`config.mk`:
```
export PLATFORM = sky130hd
export DESIGN_NAME = sse_status_encoder
export DESIGN_NICKNAME = d
export VERILOG_FILES = /design/src/sse_pkg.sv /design/src/sse_status_encoder.sv
export VERILOG_INCLUDE_DIRS = /design/src
export SDC_FILE = /design/constraint.sdc
export NUM_CORES = 1
export LEC_CHECK = 0
export BUFFER_PORTS_ARGS = -buffer_cell sky130_fd_sc_hd__buf_2
export CAP_MARGIN = 40
export CORE_UTILIZATION = 55
export CTS_CLUSTER_SIZE = 10
export DETAILED_ROUTE_END_ITERATION = 6
export PLACE_DENSITY_LB_ADDON = 0.15
export SYNTH_ARGS = -nofsm -noshare
export SYNTH_HDL_FRONTEND = slang
export SYNTH_SLANG_ARGS = --single-unit
```
`constraint.sdc`:
```
create_clock -name MCLK_IN -period 5.6 [get_ports MCLK_IN]
set_input_delay 0.56 -clock MCLK_IN [delete_from_list [all_inputs] [get_ports MCLK_IN]]
set_output_delay 0.56 -clock MCLK_IN [all_outputs]
set_load 0.05 [all_outputs]
```
`src/sse_map.svh`:
```
`ifndef SSE_MAP_SVH
`define SSE_MAP_SVH

// ********************************
// register offsets
// ********************************
`define SSE_OFS_CODE       3'h0
`define SSE_OFS_FLAG       3'h1
`define SSE_OFS_OWN        3'h2
`define SSE_OFS_CTRL       3'h3
`define SSE_OFS_LIMIT      3'h4

// ********************************
// field positions and reset values
// ********************************
`define SSE_FLAG_BIT       0
`define SSE_CTRL_TMO_BIT   0
`define SSE_CTRL_AA_BIT    1
`define SSE_OWN_GC_BIT     0
`define SSE_RST_OWN        8'h00
`define SSE_RST_LIMIT      8'h00

// ********************************
// status codes
// ********************************
`define SSE_ST_BUSERR      8'h00
`define SSE_ST_START       8'h08
`define SSE_ST_RSTART      8'h10
`define SSE_ST_MT_AACK     8'h18
`define SSE_ST_MT_ANACK    8'h20
`define SSE_ST_MT_DACK     8'h28
`define SSE_ST_MT_DNACK    8'h30
`define SSE_ST_ARB_LOST    8'h38
`define SSE_ST_MR_AACK     8'h40
`define SSE_ST_MR_ANACK    8'h48
`define SSE_ST_MR_DACK     8'h50
`define SSE_ST_MR_DNACK    8'h58
`define SSE_ST_SR_OWN      8'h60
`define SSE_ST_SR_OWN_ARB  8'h68
`define SSE_ST_SR_GC       8'h70
`define SSE_ST_SR_GC_ARB   8'h78
`define SSE_ST_SR_DACK     8'h80
`define SSE_ST_SR_DNACK    8'h88
`define SSE_ST_GC_DACK     8'h90
`define SSE_ST_GC_DNACK    8'h98
`define SSE_ST_SL_STOP     8'hA0
`define SSE_ST_ST_OWN      8'hA8
`define SSE_ST_ST_OWN_ARB  8'hB0
`define SSE_ST_ST_DACK     8'hB8
`define SSE_ST_ST_DNACK    8'hC0
`define SSE_ST_ST_LAST     8'hC8
`define SSE_ST_TIMEOUT     8'hD0
`define SSE_ST_IDLE        8'hF8
`define SSE_GC_ADDR        8'h00

// ********************************
// timing
// ********************************
`define SSE_CLK_PERIOD_NS  8
`define SSE_TMO_UNIT_NS    1000

`endif

```
`src/sse_pkg.sv`:
```
package sse_pkg;

    typedef enum logic [2:0] {
        S_IDLE  = 3'h0,
        S_MADDR = 3'h1,
        S_MTX   = 3'h3,
        S_MRX   = 3'h2,
        S_ARBL  = 3'h6,
        S_SRXO  = 3'h7,
        S_SRXG  = 3'h5,
        S_STX   = 3'h4
    } sse_state_t;

    typedef enum logic [3:0] {
        EV_NONE      = 4'h0,
        EV_START     = 4'h1,
        EV_RSTART    = 4'h2,
        EV_ADDR_SENT = 4'h3,
        EV_DATA_SENT = 4'h4,
        EV_ARB_LOST  = 4'h5,
        EV_DATA_RECV = 4'h6,
        EV_ADDR_RECV = 4'h7,
        EV_BUS_ERROR = 4'h8
    } sse_kind_t;

    typedef struct packed {
        sse_kind_t  kind;
        logic       ack;
        logic       rw;
        logic [7:0] data;
    } sse_evt_t;

    typedef struct packed {
        logic       hit;
        sse_state_t st;
        logic [7:0] code;
    } sse_step_t;

endpackage : sse_pkg

```
`src/sse_status_encoder.sv`:
```
// What this block does
// RULE_01: bus error gives 0x00; sent START gives 0x08, repeated START 0x10.
// RULE_02: master write address acked gives 0x18, not acked gives 0x20.
// RULE_03: master data acked 0x28, not acked 0x30; arbitration lost 0x38.
// RULE_04: master read address acked gives 0x40, not acked gives 0x48.
// RULE_05: master received byte with ack 0x50, without ack 0x58.
// RULE_06: own address with write received and acked gives 0x60.
// RULE_07: addressed after losing arbitration in address: 0x68, 0x78, 0xB0.
// RULE_08: general call address received and acked gives 0x70.
// RULE_09: own-address slave receiver data acked 0x80, not acked 0x88.
// RULE_10: general call data acked 0x90, not acked 0x98.
// RULE_11: STOP or repeated START while addressed as slave gives 0xA0.
// RULE_12: own address with read received and acked gives 0xA8.
// RULE_13: slave transmit acked 0xB8, not acked 0xC0, last byte acked 0xC8.
// RULE_14: SCL high too long in slave modes gives 0xD0; idle gives 0xF8.
// RULE_15: low three code bits read zero while the event flag is set.
// RULE_16: general call recognised only when own address bit 0 is one.
// RULE_17: software reads the code only while flag set, never writes it.
// RULE_18: code loads in the same cycle the event flag is set.
//
// Design decisions made here: strobed register access and the register offsets.
`timescale 1ns/1ps
`include "sse_map.svh"

// ********************************
// status fifo
// ********************************
module sse_fifo #(
    parameter int WIDTH = 8,
    parameter int DEPTH = 4
) (
    input  wire logic             clk_in,
    input  wire logic             rst_n_in,
    input  wire logic             ce_in,
    // fill side
    input  wire logic             in_valid_in,
    output logic                  in_ready_out,
    input  wire logic [WIDTH-1:0] in_data_in,
    // drain side
    output logic                  out_valid_out,
    input  wire logic             out_ready_in,
    output logic [WIDTH-1:0]      out_data_out
);
    localparam int CW = $clog2(DEPTH + 1);

    // head always at index 0 so the output is a flop
    logic [WIDTH-1:0] mem_q [DEPTH];
    logic [CW-1:0]    cnt_q;
    logic [CW-1:0]    cnt_d;
    logic             push;
    logic             pop;
    logic             nfull_q;
    logic             nempty_q;

    assign push          = in_valid_in && nfull_q;
    assign pop           = out_ready_in && nempty_q;
    assign in_ready_out  = nfull_q;
    assign out_valid_out = nempty_q;
    assign out_data_out  = mem_q[0];

    always_comb begin
        cnt_d = cnt_q;
        if (push && !pop) begin
            cnt_d = cnt_q + CW'(1);
        end else if (pop && !push) begin
            cnt_d = cnt_q - CW'(1);
        end
    end

    always_ff @(posedge clk_in) begin
        if (!rst_n_in) begin
            cnt_q    <= '0;
            nfull_q  <= 1'b1;
            nempty_q <= 1'b0;
        end else if (ce_in) begin
            cnt_q    <= cnt_d;
            nfull_q  <= (cnt_d != CW'(DEPTH));
            nempty_q <= (cnt_d != '0);
        end
    end

    for (genvar i = 0; i < DEPTH; i++) begin : g_slot
        always_ff @(posedge clk_in) begin
            if (!rst_n_in) begin
                mem_q[i] <= '0;
            end else if (ce_in) begin
                if (push && (CW'(i) == (pop ? cnt_q - CW'(1) : cnt_q))) begin
                    mem_q[i] <= in_data_in;
                end else if (pop && (i < DEPTH - 1)) begin
                    mem_q[i] <= mem_q[(i < DEPTH - 1) ? i + 1 : i];
                end
            end
        end
    end
endmodule : sse_fifo

// ********************************
// status encoder top
// ********************************
module sse_status_encoder (
    // clock, reset, enable
    input  wire logic              MCLK_IN,
    input  wire logic              RESET_N_IN,
    input  wire logic              CE_IN,
    // register port
    input  wire logic [2:0]        ADDR_IN,
    input  wire logic [7:0]        WR_DATA_IN,
    input  wire logic              WR_EN_IN,
    input  wire logic              RD_EN_IN,
    output logic      [7:0]        RD_DATA_OUT,
    // bus pins, sampled
    input  wire logic              SCL_IN,
    input  wire logic              SDA_IN,
    // events from the shift engine
    input  wire logic              EVT_VALID_IN,
    input  wire sse_pkg::sse_evt_t EVT_IN,
    output logic                   EVT_READY_OUT,
    // status stream
    output logic                   STAT_VALID_OUT,
    input  wire logic              STAT_READY_IN,
    output logic      [7:0]        STAT_CODE_OUT,
    output logic                   SERIAL_FLAG_OUT
);
    localparam int UNIT_CYC = (`SSE_TMO_UNIT_NS + `SSE_CLK_PERIOD_NS - 1) / `SSE_CLK_PERIOD_NS;

    logic                scl_m_q, scl_s_q, scl_d_q;
    logic                sda_m_q, sda_s_q, sda_d_q;
    logic                start_det, stop_det;
    logic [7:0]          own_q;
    logic                tmo_en_q;
    logic                aa_q;
    logic [7:0]          limit_q;
    logic                flag_q;
    logic [7:0]          code_q;
    logic [7:0]          rd_q;
    sse_pkg::sse_state_t state_q, state_d;
    logic                a0_pend_q, tmo_pend_q;
    logic                tmo_lock_q;
    logic [6:0]          unit_q;
    logic [7:0]          high_q;
    logic                addressed;
    logic                fifo_rdy;
    logic                commit, take_evt, take_a0, take_tmo;
    logic [7:0]          commit_code;
    logic [7:0]          idle_code;
    sse_pkg::sse_step_t  step;

    // ********************************
    // pin synchronisers
    // ********************************
    always_ff @(posedge MCLK_IN) begin
        if (!RESET_N_IN) begin
            {scl_m_q, scl_s_q, scl_d_q} <= 3'h7;
            {sda_m_q, sda_s_q, sda_d_q} <= 3'h7;
        end else if (CE_IN) begin
            {scl_m_q, scl_s_q, scl_d_q} <= {SCL_IN, scl_m_q, scl_s_q};
            {sda_m_q, sda_s_q, sda_d_q} <= {SDA_IN, sda_m_q, sda_s_q};
        end
    end

    assign start_det = scl_s_q && scl_d_q && sda_d_q && !sda_s_q;
    assign stop_det  = scl_s_q && scl_d_q && !sda_d_q && sda_s_q;
    assign addressed = (state_q == sse_pkg::S_SRXO) || (state_q == sse_pkg::S_SRXG)
                    || (state_q == sse_pkg::S_STX);

    // ********************************
    // event decode
    // ********************************
    function automatic sse_pkg::sse_step_t decode_evt(
        input sse_pkg::sse_state_t st,
        input sse_pkg::sse_evt_t   ev,
        input logic [7:0]          own,
        input logic                aa
    );
        sse_pkg::sse_step_t r;
        logic               arb;
        logic               gc_hit;
        logic               own_hit;
        r.hit   = 1'b1;
        r.st    = st;
        r.code  = `SSE_ST_IDLE;
        arb     = (st == sse_pkg::S_ARBL);
        gc_hit  = (ev.data == `SSE_GC_ADDR) && own[`SSE_OWN_GC_BIT];   // [RULE_16]
        own_hit = (ev.data[7:1] == own[7:1]) && (ev.data != `SSE_GC_ADDR);
        case (ev.kind)
            sse_pkg::EV_BUS_ERROR: begin
                r.code = `SSE_ST_BUSERR;                                // [RULE_01]
                r.st   = sse_pkg::S_IDLE;
            end
            sse_pkg::EV_START: begin
                r.code = `SSE_ST_START;                                 // [RULE_01]
                r.st   = sse_pkg::S_MADDR;
            end
            sse_pkg::EV_RSTART: begin
                r.code = `SSE_ST_RSTART;                                // [RULE_01]
                r.st   = sse_pkg::S_MADDR;
            end
            sse_pkg::EV_ADDR_SENT: begin
                if (ev.rw) begin
                    r.code = ev.ack ? `SSE_ST_MR_AACK : `SSE_ST_MR_ANACK;   // [RULE_04]
                    r.st   = ev.ack ? sse_pkg::S_MRX : sse_pkg::S_MADDR;
                end else begin
                    r.code = ev.ack ? `SSE_ST_MT_AACK : `SSE_ST_MT_ANACK;   // [RULE_02]
                    r.st   = ev.ack ? sse_pkg::S_MTX : sse_pkg::S_MADDR;
                end
            end
            sse_pkg::EV_DATA_SENT: begin
                if (st == sse_pkg::S_STX) begin
                    r.code = !ev.ack ? `SSE_ST_ST_DNACK :
                             (aa ? `SSE_ST_ST_DACK : `SSE_ST_ST_LAST);      // [RULE_13]
                end else begin
                    r.code = ev.ack ? `SSE_ST_MT_DACK : `SSE_ST_MT_DNACK;   // [RULE_03]
                end
            end
            sse_pkg::EV_ARB_LOST: begin
                r.code = `SSE_ST_ARB_LOST;                              // [RULE_03]
                r.st   = (st == sse_pkg::S_MADDR) ? sse_pkg::S_ARBL : sse_pkg::S_IDLE;
            end
            sse_pkg::EV_DATA_RECV: begin
                case (st)
                    sse_pkg::S_SRXO: r.code = ev.ack ? `SSE_ST_SR_DACK : `SSE_ST_SR_DNACK; // [RULE_09]
                    sse_pkg::S_SRXG: r.code = ev.ack ? `SSE_ST_GC_DACK : `SSE_ST_GC_DNACK; // [RULE_10]
                    default:         r.code = ev.ack ? `SSE_ST_MR_DACK : `SSE_ST_MR_DNACK; // [RULE_05]
                endcase
            end
            sse_pkg::EV_ADDR_RECV: begin
                if (gc_hit) begin
                    r.code = arb ? `SSE_ST_SR_GC_ARB : `SSE_ST_SR_GC;       // [RULE_07] [RULE_08]
                    r.st   = sse_pkg::S_SRXG;
                end else if (own_hit && !ev.data[0]) begin
                    r.code = arb ? `SSE_ST_SR_OWN_ARB : `SSE_ST_SR_OWN;     // [RULE_06] [RULE_07]
                    r.st   = sse_pkg::S_SRXO;
                end else if (own_hit) begin
                    r.code = arb ? `SSE_ST_ST_OWN_ARB : `SSE_ST_ST_OWN;     // [RULE_07] [RULE_12]
                    r.st   = sse_pkg::S_STX;
                end else begin
                    r.hit  = 1'b0;
                    r.st   = sse_pkg::S_IDLE;
                end
            end
            default: begin
                r.hit = 1'b0;
            end
        endcase
        return r;
    endfunction : decode_evt

    assign step = decode_evt(state_q, EVT_IN, own_q, aa_q);

    // ********************************
    // event arbitration
    // ********************************
    // engine events first; a pending timeout waits, a pending 0xA0 is cleared when an engine event is taken
    always_comb begin
        take_evt    = 1'b0;
        take_a0     = 1'b0;
        take_tmo    = 1'b0;
        commit      = 1'b0;
        commit_code = code_q;
        state_d     = state_q;
        idle_code   = code_q;
        if (EVT_VALID_IN && fifo_rdy) begin
            take_evt = 1'b1;
            state_d  = step.st;
            if (step.hit) begin
                commit      = 1'b1;
                commit_code = step.code;
            end
        end else if (a0_pend_q && fifo_rdy) begin
            take_a0     = 1'b1;
            commit      = 1'b1;
            commit_code = `SSE_ST_SL_STOP;                              // [RULE_11]
            state_d     = sse_pkg::S_IDLE;
        end else if (tmo_pend_q && fifo_rdy) begin
            take_tmo    = 1'b1;
            commit      = 1'b1;
            commit_code = `SSE_ST_TIMEOUT;                              // [RULE_14]
        end else if (stop_det && !addressed && !a0_pend_q) begin
            state_d   = sse_pkg::S_IDLE;
            idle_code = `SSE_ST_IDLE;                                   // [RULE_14]
        end
    end

    always_ff @(posedge MCLK_IN) begin
        if (!RESET_N_IN) begin
            state_q <= sse_pkg::S_IDLE;
            code_q  <= `SSE_ST_IDLE;
        end else if (CE_IN) begin
            state_q <= state_d;
            code_q  <= commit ? commit_code : idle_code;                // [RULE_18]
        end
    end

    // set wins over a clear arriving in the same cycle
    always_ff @(posedge MCLK_IN) begin
        if (!RESET_N_IN) begin
            a0_pend_q <= 1'b0;
        end else if (CE_IN) begin
            if ((start_det || stop_det) && addressed) begin
                a0_pend_q <= 1'b1;                                      // [RULE_11]
            end else if (take_a0 || take_evt) begin
                a0_pend_q <= 1'b0;
            end
        end
    end

    // ********************************
    // scl high timeout
    // ********************************
    always_ff @(posedge MCLK_IN) begin
        if (!RESET_N_IN) begin
            unit_q     <= '0;
            high_q     <= '0;
            tmo_lock_q <= 1'b0;
        end else if (CE_IN) begin
            if (!scl_s_q || !tmo_en_q || !addressed) begin
                unit_q     <= '0;
                high_q     <= '0;
                tmo_lock_q <= 1'b0;
            end else if (unit_q == 7'(UNIT_CYC - 1)) begin
                unit_q <= '0;
                if (high_q != 8'hff) begin
                    high_q <= high_q + 8'h01;
                end
            end else begin
                unit_q <= unit_q + 7'h01;
            end
            if (tmo_pend_q) begin
                tmo_lock_q <= 1'b1;
            end
        end
    end

    always_ff @(posedge MCLK_IN) begin
        if (!RESET_N_IN) begin
            tmo_pend_q <= 1'b0;
        end else if (CE_IN) begin
            if (tmo_en_q && addressed && scl_s_q && !tmo_lock_q && !tmo_pend_q
                && (limit_q != 8'h00) && (high_q >= limit_q)) begin
                tmo_pend_q <= 1'b1;                                     // [RULE_14]
            end else if (take_tmo) begin
                tmo_pend_q <= 1'b0;
            end
        end
    end

    // ********************************
    // registers
    // ********************************
    always_ff @(posedge MCLK_IN) begin
        if (!RESET_N_IN) begin
            own_q    <= `SSE_RST_OWN;
            tmo_en_q <= 1'b0;
            aa_q     <= 1'b1;
            limit_q  <= `SSE_RST_LIMIT;
        end else if (CE_IN && WR_EN_IN) begin
            case (ADDR_IN)
                `SSE_OFS_OWN: own_q <= WR_DATA_IN;
                `SSE_OFS_CTRL: begin
                    tmo_en_q <= WR_DATA_IN[`SSE_CTRL_TMO_BIT];
                    aa_q     <= WR_DATA_IN[`SSE_CTRL_AA_BIT];
                end
                `SSE_OFS_LIMIT: limit_q <= WR_DATA_IN;
                default: begin
                end
            endcase
        end
    end

    // status code writes are dropped on purpose
    always_ff @(posedge MCLK_IN) begin
        if (!RESET_N_IN) begin
            flag_q <= 1'b0;
        end else if (CE_IN) begin
            if (commit) begin
                flag_q <= 1'b1;                                         // [RULE_18]
            end else if (WR_EN_IN && (ADDR_IN == `SSE_OFS_FLAG)
                         && !WR_DATA_IN[`SSE_FLAG_BIT]) begin
                flag_q <= 1'b0;
            end
        end
    end

    always_ff @(posedge MCLK_IN) begin
        if (!RESET_N_IN) begin
            rd_q <= 8'h00;
        end else if (CE_IN) begin
            rd_q <= 8'h00;
            if (RD_EN_IN) begin
                case (ADDR_IN)
                    `SSE_OFS_CODE:  rd_q <= {code_q[7:3], flag_q ? 3'h0 : code_q[2:0]}; // [RULE_15]
                    `SSE_OFS_FLAG:  rd_q <= {7'h00, flag_q};
                    `SSE_OFS_OWN:   rd_q <= own_q;
                    `SSE_OFS_CTRL:  rd_q <= {6'h00, aa_q, tmo_en_q};
                    `SSE_OFS_LIMIT: rd_q <= limit_q;
                    default:        rd_q <= 8'h00;
                endcase
            end
        end
    end

    // ********************************
    // status stream
    // ********************************
    sse_fifo #(
        .WIDTH (8),
        .DEPTH (4)
    ) u_fifo (
        .clk_in        (MCLK_IN),
        .rst_n_in      (RESET_N_IN),
        .ce_in         (CE_IN),
        .in_valid_in   (commit),
        .in_ready_out  (fifo_rdy),
        .in_data_in    (commit_code),
        .out_valid_out (STAT_VALID_OUT),
        .out_ready_in  (STAT_READY_IN),
        .out_data_out  (STAT_CODE_OUT)
    );

    assign EVT_READY_OUT   = fifo_rdy;
    assign RD_DATA_OUT     = rd_q;
    assign SERIAL_FLAG_OUT = flag_q;
endmodule : sse_status_encoder

```
# Yosys cells after proc, flatten, opt, wreduce, memory -nomap -nowiden
# Memory sizes are Yosys's and may differ from the RTL's.
# Cells that the tools add are included.
# Widths: inputs -> output; s select.
dict set report classes {
  n_addsub 4
  order_cmp 1
  n_eq_ne 29
  n_mux 105
  bitwise 7
  n_reduce_logical 75
}
# operator count
set ops {}
lappend ops {{$mux 8} 21}
lappend ops {{$pmux 8 s8} 1}
lappend ops {{$mux 1} 50}
lappend ops {{$pmux 8 s5} 1}
lappend ops {{$mux 7} 5}
lappend ops {{$logic_and 1x1->1} 31}
lappend ops {{$mux 3} 10}
lappend ops {{$mux 4} 6}
lappend ops {{$mux 11} 2}
lappend ops {{$eq 4x3->1 const B} 4}
lappend ops {{$pmux 8 s2} 1}
lappend ops {{$reduce_bool 8->1} 2}
lappend ops {{$eq 3x3->1 const B} 5}
lappend ops {{$pmux 3 s5} 1}
lappend ops {{$reduce_and 2->1} 7}
lappend ops {{$reduce_bool 2->1} 7}
lappend ops {{$logic_not 1->1} 12}
lappend ops {{$mux 10} 1}
lappend ops {{$mux 5} 2}
lappend ops {{$add 8x1->8 const B} 1}
lappend ops {{$eq 4x2->1 const B} 2}
lappend ops {{$ge 8x8->1} 1}
lappend ops {{$logic_not 8->1} 1}
lappend ops {{$ne 8x8->1 const B} 1}
lappend ops {{26 further kinds} 46}
dict set report totals {
  reg_bits 67
  ramBits 32
  output_inout_bits 19
  word_cells 244
  mem_count 1
}
# memory words word_bits rd rd_ports_with_merged_regs wr line
set mem_list {}
lappend mem_list {u_fifo.mem_q 4 8 4 0 4 sse_status_encoder.sv:47} ;# logic [WIDTH-1:0] mem_q [DEPTH];

# Depth between registers and ports, before layout
# Gate-level depths: netlist (run 1).
dict set report depth {
  depth_word 16
  mapped_depth 10
  mapped_depth_nobuf 10
}

# Modules after synthesis
# Synthesis (run 1) repeated with hierarchy kept, for this count alone.
dict set report hier_totals {
  cells_unflattened 604
  area_unflattened_um2 5611.6
}
# mod instances cells_each area_per_inst_um2
set modules_own_cells {}
lappend modules_own_cells {sse_status_encoder 1 458 3737.3}
lappend modules_own_cells {sse_fifo 1 146 1874.3}

# Worst setup path after synthesis (run 1)
# Ideal clock, no wire load.
dict set report synth_path {
  kind {input to register}
  start {in EVT_IN[12] in the netlist's numbering}
  end {mem u_fifo.mem_q[0][0], enable pin}
  setup_time_ps 384
  arrival_ps 2473
  required_time_ps 5216
  slack_ps 2743
  cell_stages 9
  path_buffers 1
  path_cell_list {clkbuf_2 > nand4b_1 > a21oi_1 > and4_1 > nor2_1 > nand2_1 > and2_4 > a21oi_1 > o21ai_0}
}
# item line
set synth_lines {}
lappend synth_lines {{start, declared} sse_status_encoder.sv:116} ;# input wire sse_pkg::sse_evt_t EVT_IN,
lappend synth_lines {{end, declared} sse_status_encoder.sv:47}

==> impl_metrics.toml, run 1 <==
[route]
via_count = 4467
dr.pass1.iters = 4
drt-initial-drc-count = 228
vias_per_cell = 5.79
route.detailed.drc = 0
ant_nets = 0
finalWirelength_mm = 11.9
post_drt_wl_per_cell_um = 15.4

[critical_path]
critical_path.max_fanout = 12
cp-startpoint = "u_fifo.cnt_q[0]"
max_stage_delay_ns = 0.61
cp_slowest_cell = "a21boi_0"
critPathKind = "reg -> reg"
start_kind = "register"
end_kind = "register"
cp.arrival_ns = 2.89
cp.required_ns = 5.64
cpMostUsedCell = "nand3_1"
r2r-start = "u_fifo.cnt_q[0]"
crit_chain = "inv_1 -> ha_1 -> nand2_1 -> a21boi_0 -> nand3_1 -> nand3_1"

[floorplan]
dieWidth_um = 102
die_area_mm2 = 0.0105
num_rows = 36
io_pins = 53
start_util_pct = 56.6
fp.dieH_um = 102
core_mm2 = 0.00977

[placement]
port_buffers = 52
pre_cts_ws_ns = 2.51
gp_congestion = 0.881
hpwl_mm = 8.75
place_area_mm2 = 0.00582

[timing]
worst_hold_slack_ns = 0.400
rsz0062_at_grt = "false"
maxSlewHeadroom_pct = 43.3
setup_tns_ns = 0
finClkSkew_ns = 0.0102
fmax_mhz = 350
period_minus_slack_ns = 2.85
hold_viol = 0
drv_slew = 0
tightest_slew_ns = 0.842
fin_ws_ns = 2.75
fin_crit_sh_pct = 51.0
setup_violations = 0

[finish]
layout.nets = 684
antenna_cells = 0
drive_gt1_share_pct = 13.9
synthToLayoutAreaGrowth_pct = 8.47
final_area_mm2 = 0.00601
final_util_pct = 61.4

[synthesis]
synth-edff-count = 32
ys_top_cells_by_area = "dfxtp_1, edfxtp_1, mux2i_1"
ys.flop_type = "dfxtp_1"
netlist_area_mm2 = 0.00554
syn-instance-count = 597
synth_largest_area_cell = "dfxtp_1"
yosysWarnings = 0
synth.distinct_cells = 72
seq_area_frac_synth_pct = 41.6
synth.top_cell.area_share_pct = 24.2
syn_avg_cell_area_um2 = 9.27
async_flop_share_pct = 0
ys_ff_latch = 99

[cts]
cts_sinks = 99
post_cts_buffers = 0
numCtsBuffers = 9
cts_tree = "done"
clockRootBuffer = "clkbuf_8"
clkLatencyLatePin_ns = 0.37
cts.repair.resized = 0
cts.reportedPaths.clkPinSlew_ns = 0.09
cts_max_level = 3
clockBufferDepth = 2
postCtsHoldBufs = 0

[global_routing]
grt_pass1_vias = 4114
grt_pass1_wl_mm = 19.8
antenna_found_initial = 0
grt_max_degree = 67
grt_util_all_layers_pct = 24.6
overflow = 0

[power]
vdd.ir_drop.worst_mv = 0.181
p_leak_nw = 2.25
pwr_density_cell_mw_per_mm2 = 231

[hold_path]
worst_hold_startpoint = "SCL_IN"
hold_path.class = "in -> reg"

[status]
status = "finished clean"

[run]
cap_violations = 0
-- metal layers --
metal	GRT usage [%]	part of all wire (%)
met5	0	0
met4	6.59	1.2
met3	6.70	6.1
met2	40.5	47
met1	31.9	46
-- where the power goes --
group | leakage [nW] | internal, W | switching (W) | total (W)
Clock | 0.0901 | 0.000176 | 0.000246 | 0.000422
Combinational | 1.29 | 0.0000664 | 0.000127 | 0.000193
Sequential | 0.872 | 0.000761 | 0.0000133 | 0.000774
-- registers in the layout (all words and copies together), names as in the netlist, 3 cells and up --
signal	cells
own_q	8
high_q	8
u_fifo.cnt_q	3
RD_DATA_OUT	8
state_q	3
u_fifo.mem_q	32
unit_q	7
code_q	8
limit_q	8
-- logic make-up after synthesis --
logic type	Yosys count	synth area share, %
other cells	1	0.0677
xor+xnor	19	3.01
buf+inv	53	4.50
mux	34	6.17
simple gates	231	22.3
flops	99	41.6
fa+ha+maj	16	3.62
compound gates	144	18.7
-- critical path: cells and delay by family (launching register included) --
kind / cells / cell delay [ns]
fa+ha+maj: 1 / 0.40
buf+inv: 1 / 0.11
flops: 1 / 0.56
compound gates: 1 / 0.61
simple gates: 3 / 0.84
-- area by class of cell --
class                      count  area [um^2]
inverter                      20         75.1
fill                         864         3770
timing repair buffer          57          293
tap                          133          166
multi-input combinational    447         2990
clock inverter                 5         35.0
sequential                    99         2300
clock buffer                  11          141
-- cell usage in the layout (no fill, tap or decap), drive strengths merged, types with 4 or more instances in the layout --
| master | count |
|---|---|
| dfxtp | 67 |
| nand3 | 23 |
| o22ai | 4 |
| buf | 57 |
| edfxtp | 32 |
| nor2b | 40 |
| ha | 16 |
| inv | 21 |
| mux2i | 33 |
| a211oi | 4 |
| and2 | 16 |
| clkbuf | 11 |
| nor2 | 33 |
| xor2 | 16 |
| a21oi | 33 |
| o2bb2ai | 8 |
| a31oi | 6 |
| a22oi | 11 |
| nor3 | 17 |
| nor3b | 10 |
| o21ai | 37 |
| a21boi | 7 |
| nand2 | 54 |
| nor4 | 6 |
| a21o | 4 |
| nand4 | 7 |
| and3 | 12 |
-- cell usage after synthesis, types with 3 or more instances --
library cell,number
and3_1,12
a21oi_1,30
nand2_1,54
buf_4,9
a22oi_1,11
o22a_1,3
nand2b_1,3
nor3b_1,10
nor2_1,33
a211oi_1,4
xnor2_1,3
a21o_1,4
inv_1,19
mux2i_1,33
xor2_1,16
ha_1,16
nor3_1,15
a31oi_1,6
edfxtp_1,32
a21boi_0,6
nor2b_1,40
nand4_1,7
o2bb2ai_1,8
dfxtp_1,67
and2_1,15
o21ai_0,34
nor4_1,5
buf_1,3
nand3_1,23
clkbuf_1,18
o22ai_1,3
-- final timing paths --
path / end / cells after the start / slack (ns)
max: u_fifo.mem_q[1][6] / 6 / 2.75
min: scl_m_q / 3 / 0.40
max reg2reg: u_fifo.mem_q[1][6] / 6 / 2.75
min reg2reg: scl_m_q / 2 / 0.48
-- metrics by stage --
stage,total power [W],cells
after global placement,0.000978,752
after CTS,0.00140,771
after detailed placement,0.000982,755
after floorplan,0.000936,599
final,0.00139,772
after global routing,0.00145,772
Note: power is estimated with default switching activity, not from simulation.
==> run 2, diff against run 1 <==
--- a/config.mk
+++ b/config.mk
@@ -6,6 +6,7 @@
 export SDC_FILE = /design/constraint.sdc
 export NUM_CORES = 1
 export LEC_CHECK = 0
+export ABC_AREA = 1
 export BUFFER_PORTS_ARGS = -buffer_cell sky130_fd_sc_hd__buf_2
 export CAP_MARGIN = 40
 export CORE_UTILIZATION = 55
==> constraint.sdc (replaced) <==
create_clock -name MCLK_IN -period 2.95 [get_ports MCLK_IN]
set_input_delay 0.295 -clock MCLK_IN [delete_from_list [all_inputs] [get_ports MCLK_IN]]
set_output_delay 0.295 -clock MCLK_IN [all_outputs]
set_load 0.05 [all_outputs]
==> impl_metrics.toml, run 2 <==
[status]
status = "finished clean"

[route]
post_drt_wl_per_cell_um = 14.0
vias_per_cell = 5.35
top_layer_used = "met4"
dr.pass1.iters = 5
drt-initial-drc-count = 280
met1_length_mm = 5.95
routed-wl-met3_um = 618
finalWirelength_mm = 12.4
ant_nets = 0
via_count = 4709
route.met2.wl_mm = 5.62
route.detailed.drc = 0

[cts]
clkLatencyLatePin_ns = 0.37
clockRootBuffer = "clkbuf_8"
post_cts_buffers = 0
cts.reportedPaths.clkPinSlew_ns = 0.10
postCtsHoldBufs = 0
numCtsBuffers = 9
cts.repair.resized = 0
cts_sinks = 99
cts_max_level = 3
clockBufferDepth = 2
cts_tree = "done"

[placement]
port_buffers = 52
gp_congestion = 0.931
pre_cts_ws_ns = 0.601
hpwl_mm = 9.37

[finish]
antenna_cells = 0
drive_gt1_share_pct = 15.0
largest_reg_flops = 32
nFillCells = 871
multi_input_area_mm2 = 0.00253
largest-register = "u_fifo.mem_q"
layout_common_cells = "nand2_1, inv_1, nor2_1, dfxtp_1, buf_2"
ff_latch_area_mm2 = 0.00230
synthToLayoutAreaGrowth_pct = 10.1
layout.nets = 796
layout_commonest_cell = "nand2_1"
final_util_pct = 63.1

[critical_path]
end_kind = "register"
start_kind = "register"
cp.arrival_ns = 2.36
cp-startpoint = "own_q[2]"
critical_path.max_fanout = 8
reg2reg_depth = 15
rr_endpoint = "u_fifo.mem_q[1][6]"
r2r-start = "own_q[2]"
critPathKind = "reg -> reg"
cp.required_ns = 3.01
rrSetupSlack_ns = 0.65

[synthesis]
ys_top_cells_by_area = "dfxtp_1, edfxtp_1, nand2_1"
yosys-top-cells-count = "nand2_1, inv_1, nor2_1"
synth.most_common_cell = "nand2_1"
seq_area_frac_synth_pct = 43.0
synth-edff-count = 32
ys.flop_type = "dfxtp_1"
synth.top_cell.area_share_pct = 25.1
ys_ff_latch = 99
synth.distinct_cells = 51
syn_avg_cell_area_um2 = 7.69
netlist_area_mm2 = 0.00535
syn-instance-count = 696
async_flop_share_pct = 0
yosysWarnings = 0
synth_largest_area_cell = "dfxtp_1"

[hold_path]
hold_path.class = "in -> reg"
hold_path_depth = 3
worst_hold_startpoint = "SCL_IN"
min_to = "scl_m_q"

[floorplan]
start_util_pct = 57.4
dieWidth_um = 101
core_mm2 = 0.00933
num_rows = 35
fp.dieH_um = 101
io_pins = 53
die_area_mm2 = 0.0101

[timing]
setup_violations = 0
setup_tns_ns = 0
rsz0062_at_grt = "false"
period_minus_slack_ns = 2.30
finClkSkew_ns = 0.0153
tightest_slew_ns = 0.629
maxSlewHeadroom_pct = 58.1
fin_crit_sh_pct = 77.9
worst_hold_slack_ns = 0.136
hold_viol = 0
fmax_mhz = 435
fin_ws_ns = 0.652
drv_slew = 0

[global_routing]
grt_util_all_layers_pct = 26.3
grt_pass1_vias = 4363
grt_pass1_wl_mm = 20.7
antenna_found_initial = 0
grt_max_degree = 38
overflow = 0

[power]
pwr_density_cell_mw_per_mm2 = 470
vdd.ir_drop.worst_mv = 0.220
p_leak_nw = 2.62

[run]
cap_violations = 0
==> run 2: cell count changes in the layout (fill, tap and decap cells not counted), sizes merged, moves of 16 or more <==
cell,before,now
nand2,54,154
mux2i,33,1
and2,16,0
inv,21,106
nand3,23,41
nor2,33,80
nor2b,40,0
a21oi,33,49
==> run 2: report_power, final <==
part	total (W)	internal [W]	switching (W)
Sequential	0.00149	0.00146	0.0000277
Combinational	0.000439	0.000128	0.000310
Clock	0.000843	0.000363	0.000480
Total	0.00277	0.00195	0.000818
==> run 2: kinds of logic (layout without fill, tap and decap cells) <==
group	Yosys count	count (layout)	synth area share, %
flops	99	99	43.0
fa+ha+maj	16	16	3.74
mux	1	1	0.187
simple gates	308	308	26.6
xor+xnor	10	10	1.64
other cells	1	3	0.0701
buf+inv	125	178	9.73
compound gates	136	136	15.0
==> run 2: cell type report <==
| cell class | instances | area share [%] |
|---|---|---|
| clock buffers | 11 | 2.59 |
| flip-flops and latches | 99 | 39.1 |
| well taps | 129 | 2.74 |
| inverters | 103 | 6.65 |
| clock inverters | 5 | 0.574 |
| repair buffers | 59 | 5.31 |
| multi-input cells | 474 | 43.0 |
==> run 2: how the worst max path moves through the flow <==
stage                                      to  slack (ns)
after floorplan           u_fifo.mem_q[0][10]        0.42
after global placement     u_fifo.mem_q[1][0]        0.71
after detailed placement   u_fifo.mem_q[1][0]        0.60
after CTS                  u_fifo.mem_q[1][6]        0.63
after global routing       u_fifo.mem_q[1][3]        0.47
final                      u_fifo.mem_q[1][6]        0.65
==> run 2: per-stage QoR <==
step,instance area (um^2),std cells,power [W]
floorplan,5360,698,0.00184
global placement,5700,864,0.00194
detailed placement,5700,864,0.00196
CTS,5890,880,0.00279
global route,5890,880,0.00290
finish,5890,880,0.00277
==> run 2: critical path: stages, from the launching register on <==
cell and delay (ns):
dfxtp_1 0.40, xnor2_1 0.14, nand3_1 0.11, nor2_2 0.15, nand2_2 0.09, nand2_2 0.08, nand2_4 0.06, nand3_4 0.12
nand2_8 0.09, nor2_8 0.13, nand2_4 0.08, nor2_4 0.12, inv_2 0.07, nand2_4 0.07, inv_1 0.04, nand2_1 0.22
==> run 2: metal layers <==
layer  vias to the layer above  GRT usage (%)
li1                       2402              -
met1                      2165           35.5
met2                       128           43.0
met3                        14           5.20
met4                         0           7.36
met5                         -              0
==> run 3, diff against run 2 <==
==> constraint.sdc (replaced) <==
create_clock -name MCLK_IN -period 2.15 [get_ports MCLK_IN]
set_input_delay 0.215 -clock MCLK_IN [delete_from_list [all_inputs] [get_ports MCLK_IN]]
set_output_delay 0.215 -clock MCLK_IN [all_outputs]
set_load 0.05 [all_outputs]
==> impl_metrics.toml, run 3 (same netlist as run 2, synthesis figures left out) <==
[critical_path]
reg2reg_depth = 13
cp.arrival_ns = 2.22
critical_path.max_fanout = 8
end_kind = "register"
cp.required_ns = 2.24
critPathKind = "reg -> reg"
start_kind = "register"

[finish]
final_area_mm2 = 0.00621
largest_reg_flops = 32
layout_common_cells = "nand2_1, inv_1, nor2_1, dfxtp_1, buf_2"
drive_gt1_share_pct = 20.5
final_cells = 903
antenna_cells = 0
layout_commonest_cell = "nand2_1"
layout.nets = 819
largest-register = "u_fifo.mem_q"
synthToLayoutAreaGrowth_pct = 16.1

[placement]
place_area_mm2 = 0.00582
place_inst = 878
gp_congestion = 0.904
port_buffers = 52
hpwl_mm = 9.53

[timing]
fin_crit_sh_pct = 98.8
drv_slew = 0
period_minus_slack_ns = 2.12
tightest_slew_ns = 0.510
maxSlewHeadroom_pct = 65.8
finClkSkew_ns = 0.0208
setup_violations = 0
hold_viol = 0
rsz0062_at_grt = "true"
fmax_mhz = 471
worst_hold_slack_ns = 0.0593

[hold_path]
hold_path.class = "in -> reg"
hold_path_depth = 3

[route]
dr.pass1.iters = 5
route.detailed.drc = 0
met1_length_mm = 5.82
post_drt_wl_per_cell_um = 14.2
ant_nets = 0
vias_per_cell = 5.38
via_count = 4858
routed-wl-met3_um = 792
route.met2.wl_mm = 5.93
finalWirelength_mm = 12.8
top_layer_used = "met4"
drt-initial-drc-count = 364

[global_routing]
grt_max_degree = 33
grt_pass1_wl_mm = 20.4
grt_pass1_vias = 4430
grt_util_all_layers_pct = 25.9
antenna_found_initial = 0
overflow = 0

[power]
vdd.ir_drop.worst_mv = 0.360
pwr_density_cell_mw_per_mm2 = 650
p_leak_nw = 2.76

[cts]
postCtsHoldBufs = 0
clockBufferDepth = 2
numCtsBuffers = 9
cts_max_level = 3
clockRootBuffer = "clkbuf_8"
cts_sinks = 99
cts.reportedPaths.clkPinSlew_ns = 0.11
clkLatencyLatePin_ns = 0.38
cts_tree = "done"

[floorplan]
io_pins = 53
die_area_mm2 = 0.0101
fp.dieH_um = 101
num_rows = 35
start_util_pct = 57.4
core_mm2 = 0.00933
dieWidth_um = 101

[status]
status = "finished clean"

[run]
cap_violations = 0
## run 3: per-stage QoR
stage | util (%) | setup TNS [ns] | setup slack (ns) | power (W)
after floorplan | - | 0 | 0.00888 | 0.00253
after global placement | 62.4 | 0 | 0.0499 | 0.00269
after detailed placement | 62.4 | -0.0643 | -0.00813 | 0.00271
after CTS | 64.8 | 0 | 0.00784 | 0.00399
after global routing | 66.6 | -2.05 | -0.0962 | 0.00421
final | 66.6 | 0 | 0.0263 | 0.00404
## run 3: path summary, 6_finish.rpt
kind,from,to,slack (ns)
max,own_q[2],u_fifo.mem_q[0][0],0.03
max reg2reg,own_q[2],u_fifo.mem_q[0][0],0.03
min,SCL_IN,scl_m_q,0.06
min reg2reg,code_q[1],code_q[1],0.46
## run 3: final cells by class
| class | instances | area (um^2) |
|---|---|---|
| clock buffer | 10 | 149 |
| clock inverter | 6 | 71.3 |
| fill | 767 | 3120 |
| inverter | 103 | 392 |
| multi-input combinational | 474 | 2600 |
| sequential | 99 | 2320 |
| tap | 129 | 161 |
| timing repair buffer | 82 | 518 |
## run 3: layer usage
metal	GRT usage, %	up-vias
li1	-	2447
met1	35.0	2215
met2	41.8	171
met3	4.30	25
met4	9.25	0
met5	0	-
## run 3: repair_timing
item | 4_1_cts | 5_1_grt
pin swaps | 0 | 14
endpoints found under the setup margin | 8 | 50
setup buffers | 0 | 9
resized for setup | 1 | 23
## run 3: critical path, stage by stage, from the launching register on
cell,delay (ns)
dfxtp_2,0.36
xnor2_2,0.16
nand3_2,0.10
nor2_4,0.13
nand2_2,0.08
nand2_2,0.08
nand2_4,0.06
nand3_4,0.09
nand2_8,0.09
nor2_8,0.14
buf_6,0.13
nand2_8,0.06
o211ai_1,0.15
buf_4,0.19
## run 3: report_power, final
part	switching [W]	total (W)	internal, W
combinational	0.000455	0.000682	0.000227
sequential	0.0000381	0.00204	0.00201
clock	0.000694	0.00131	0.000617
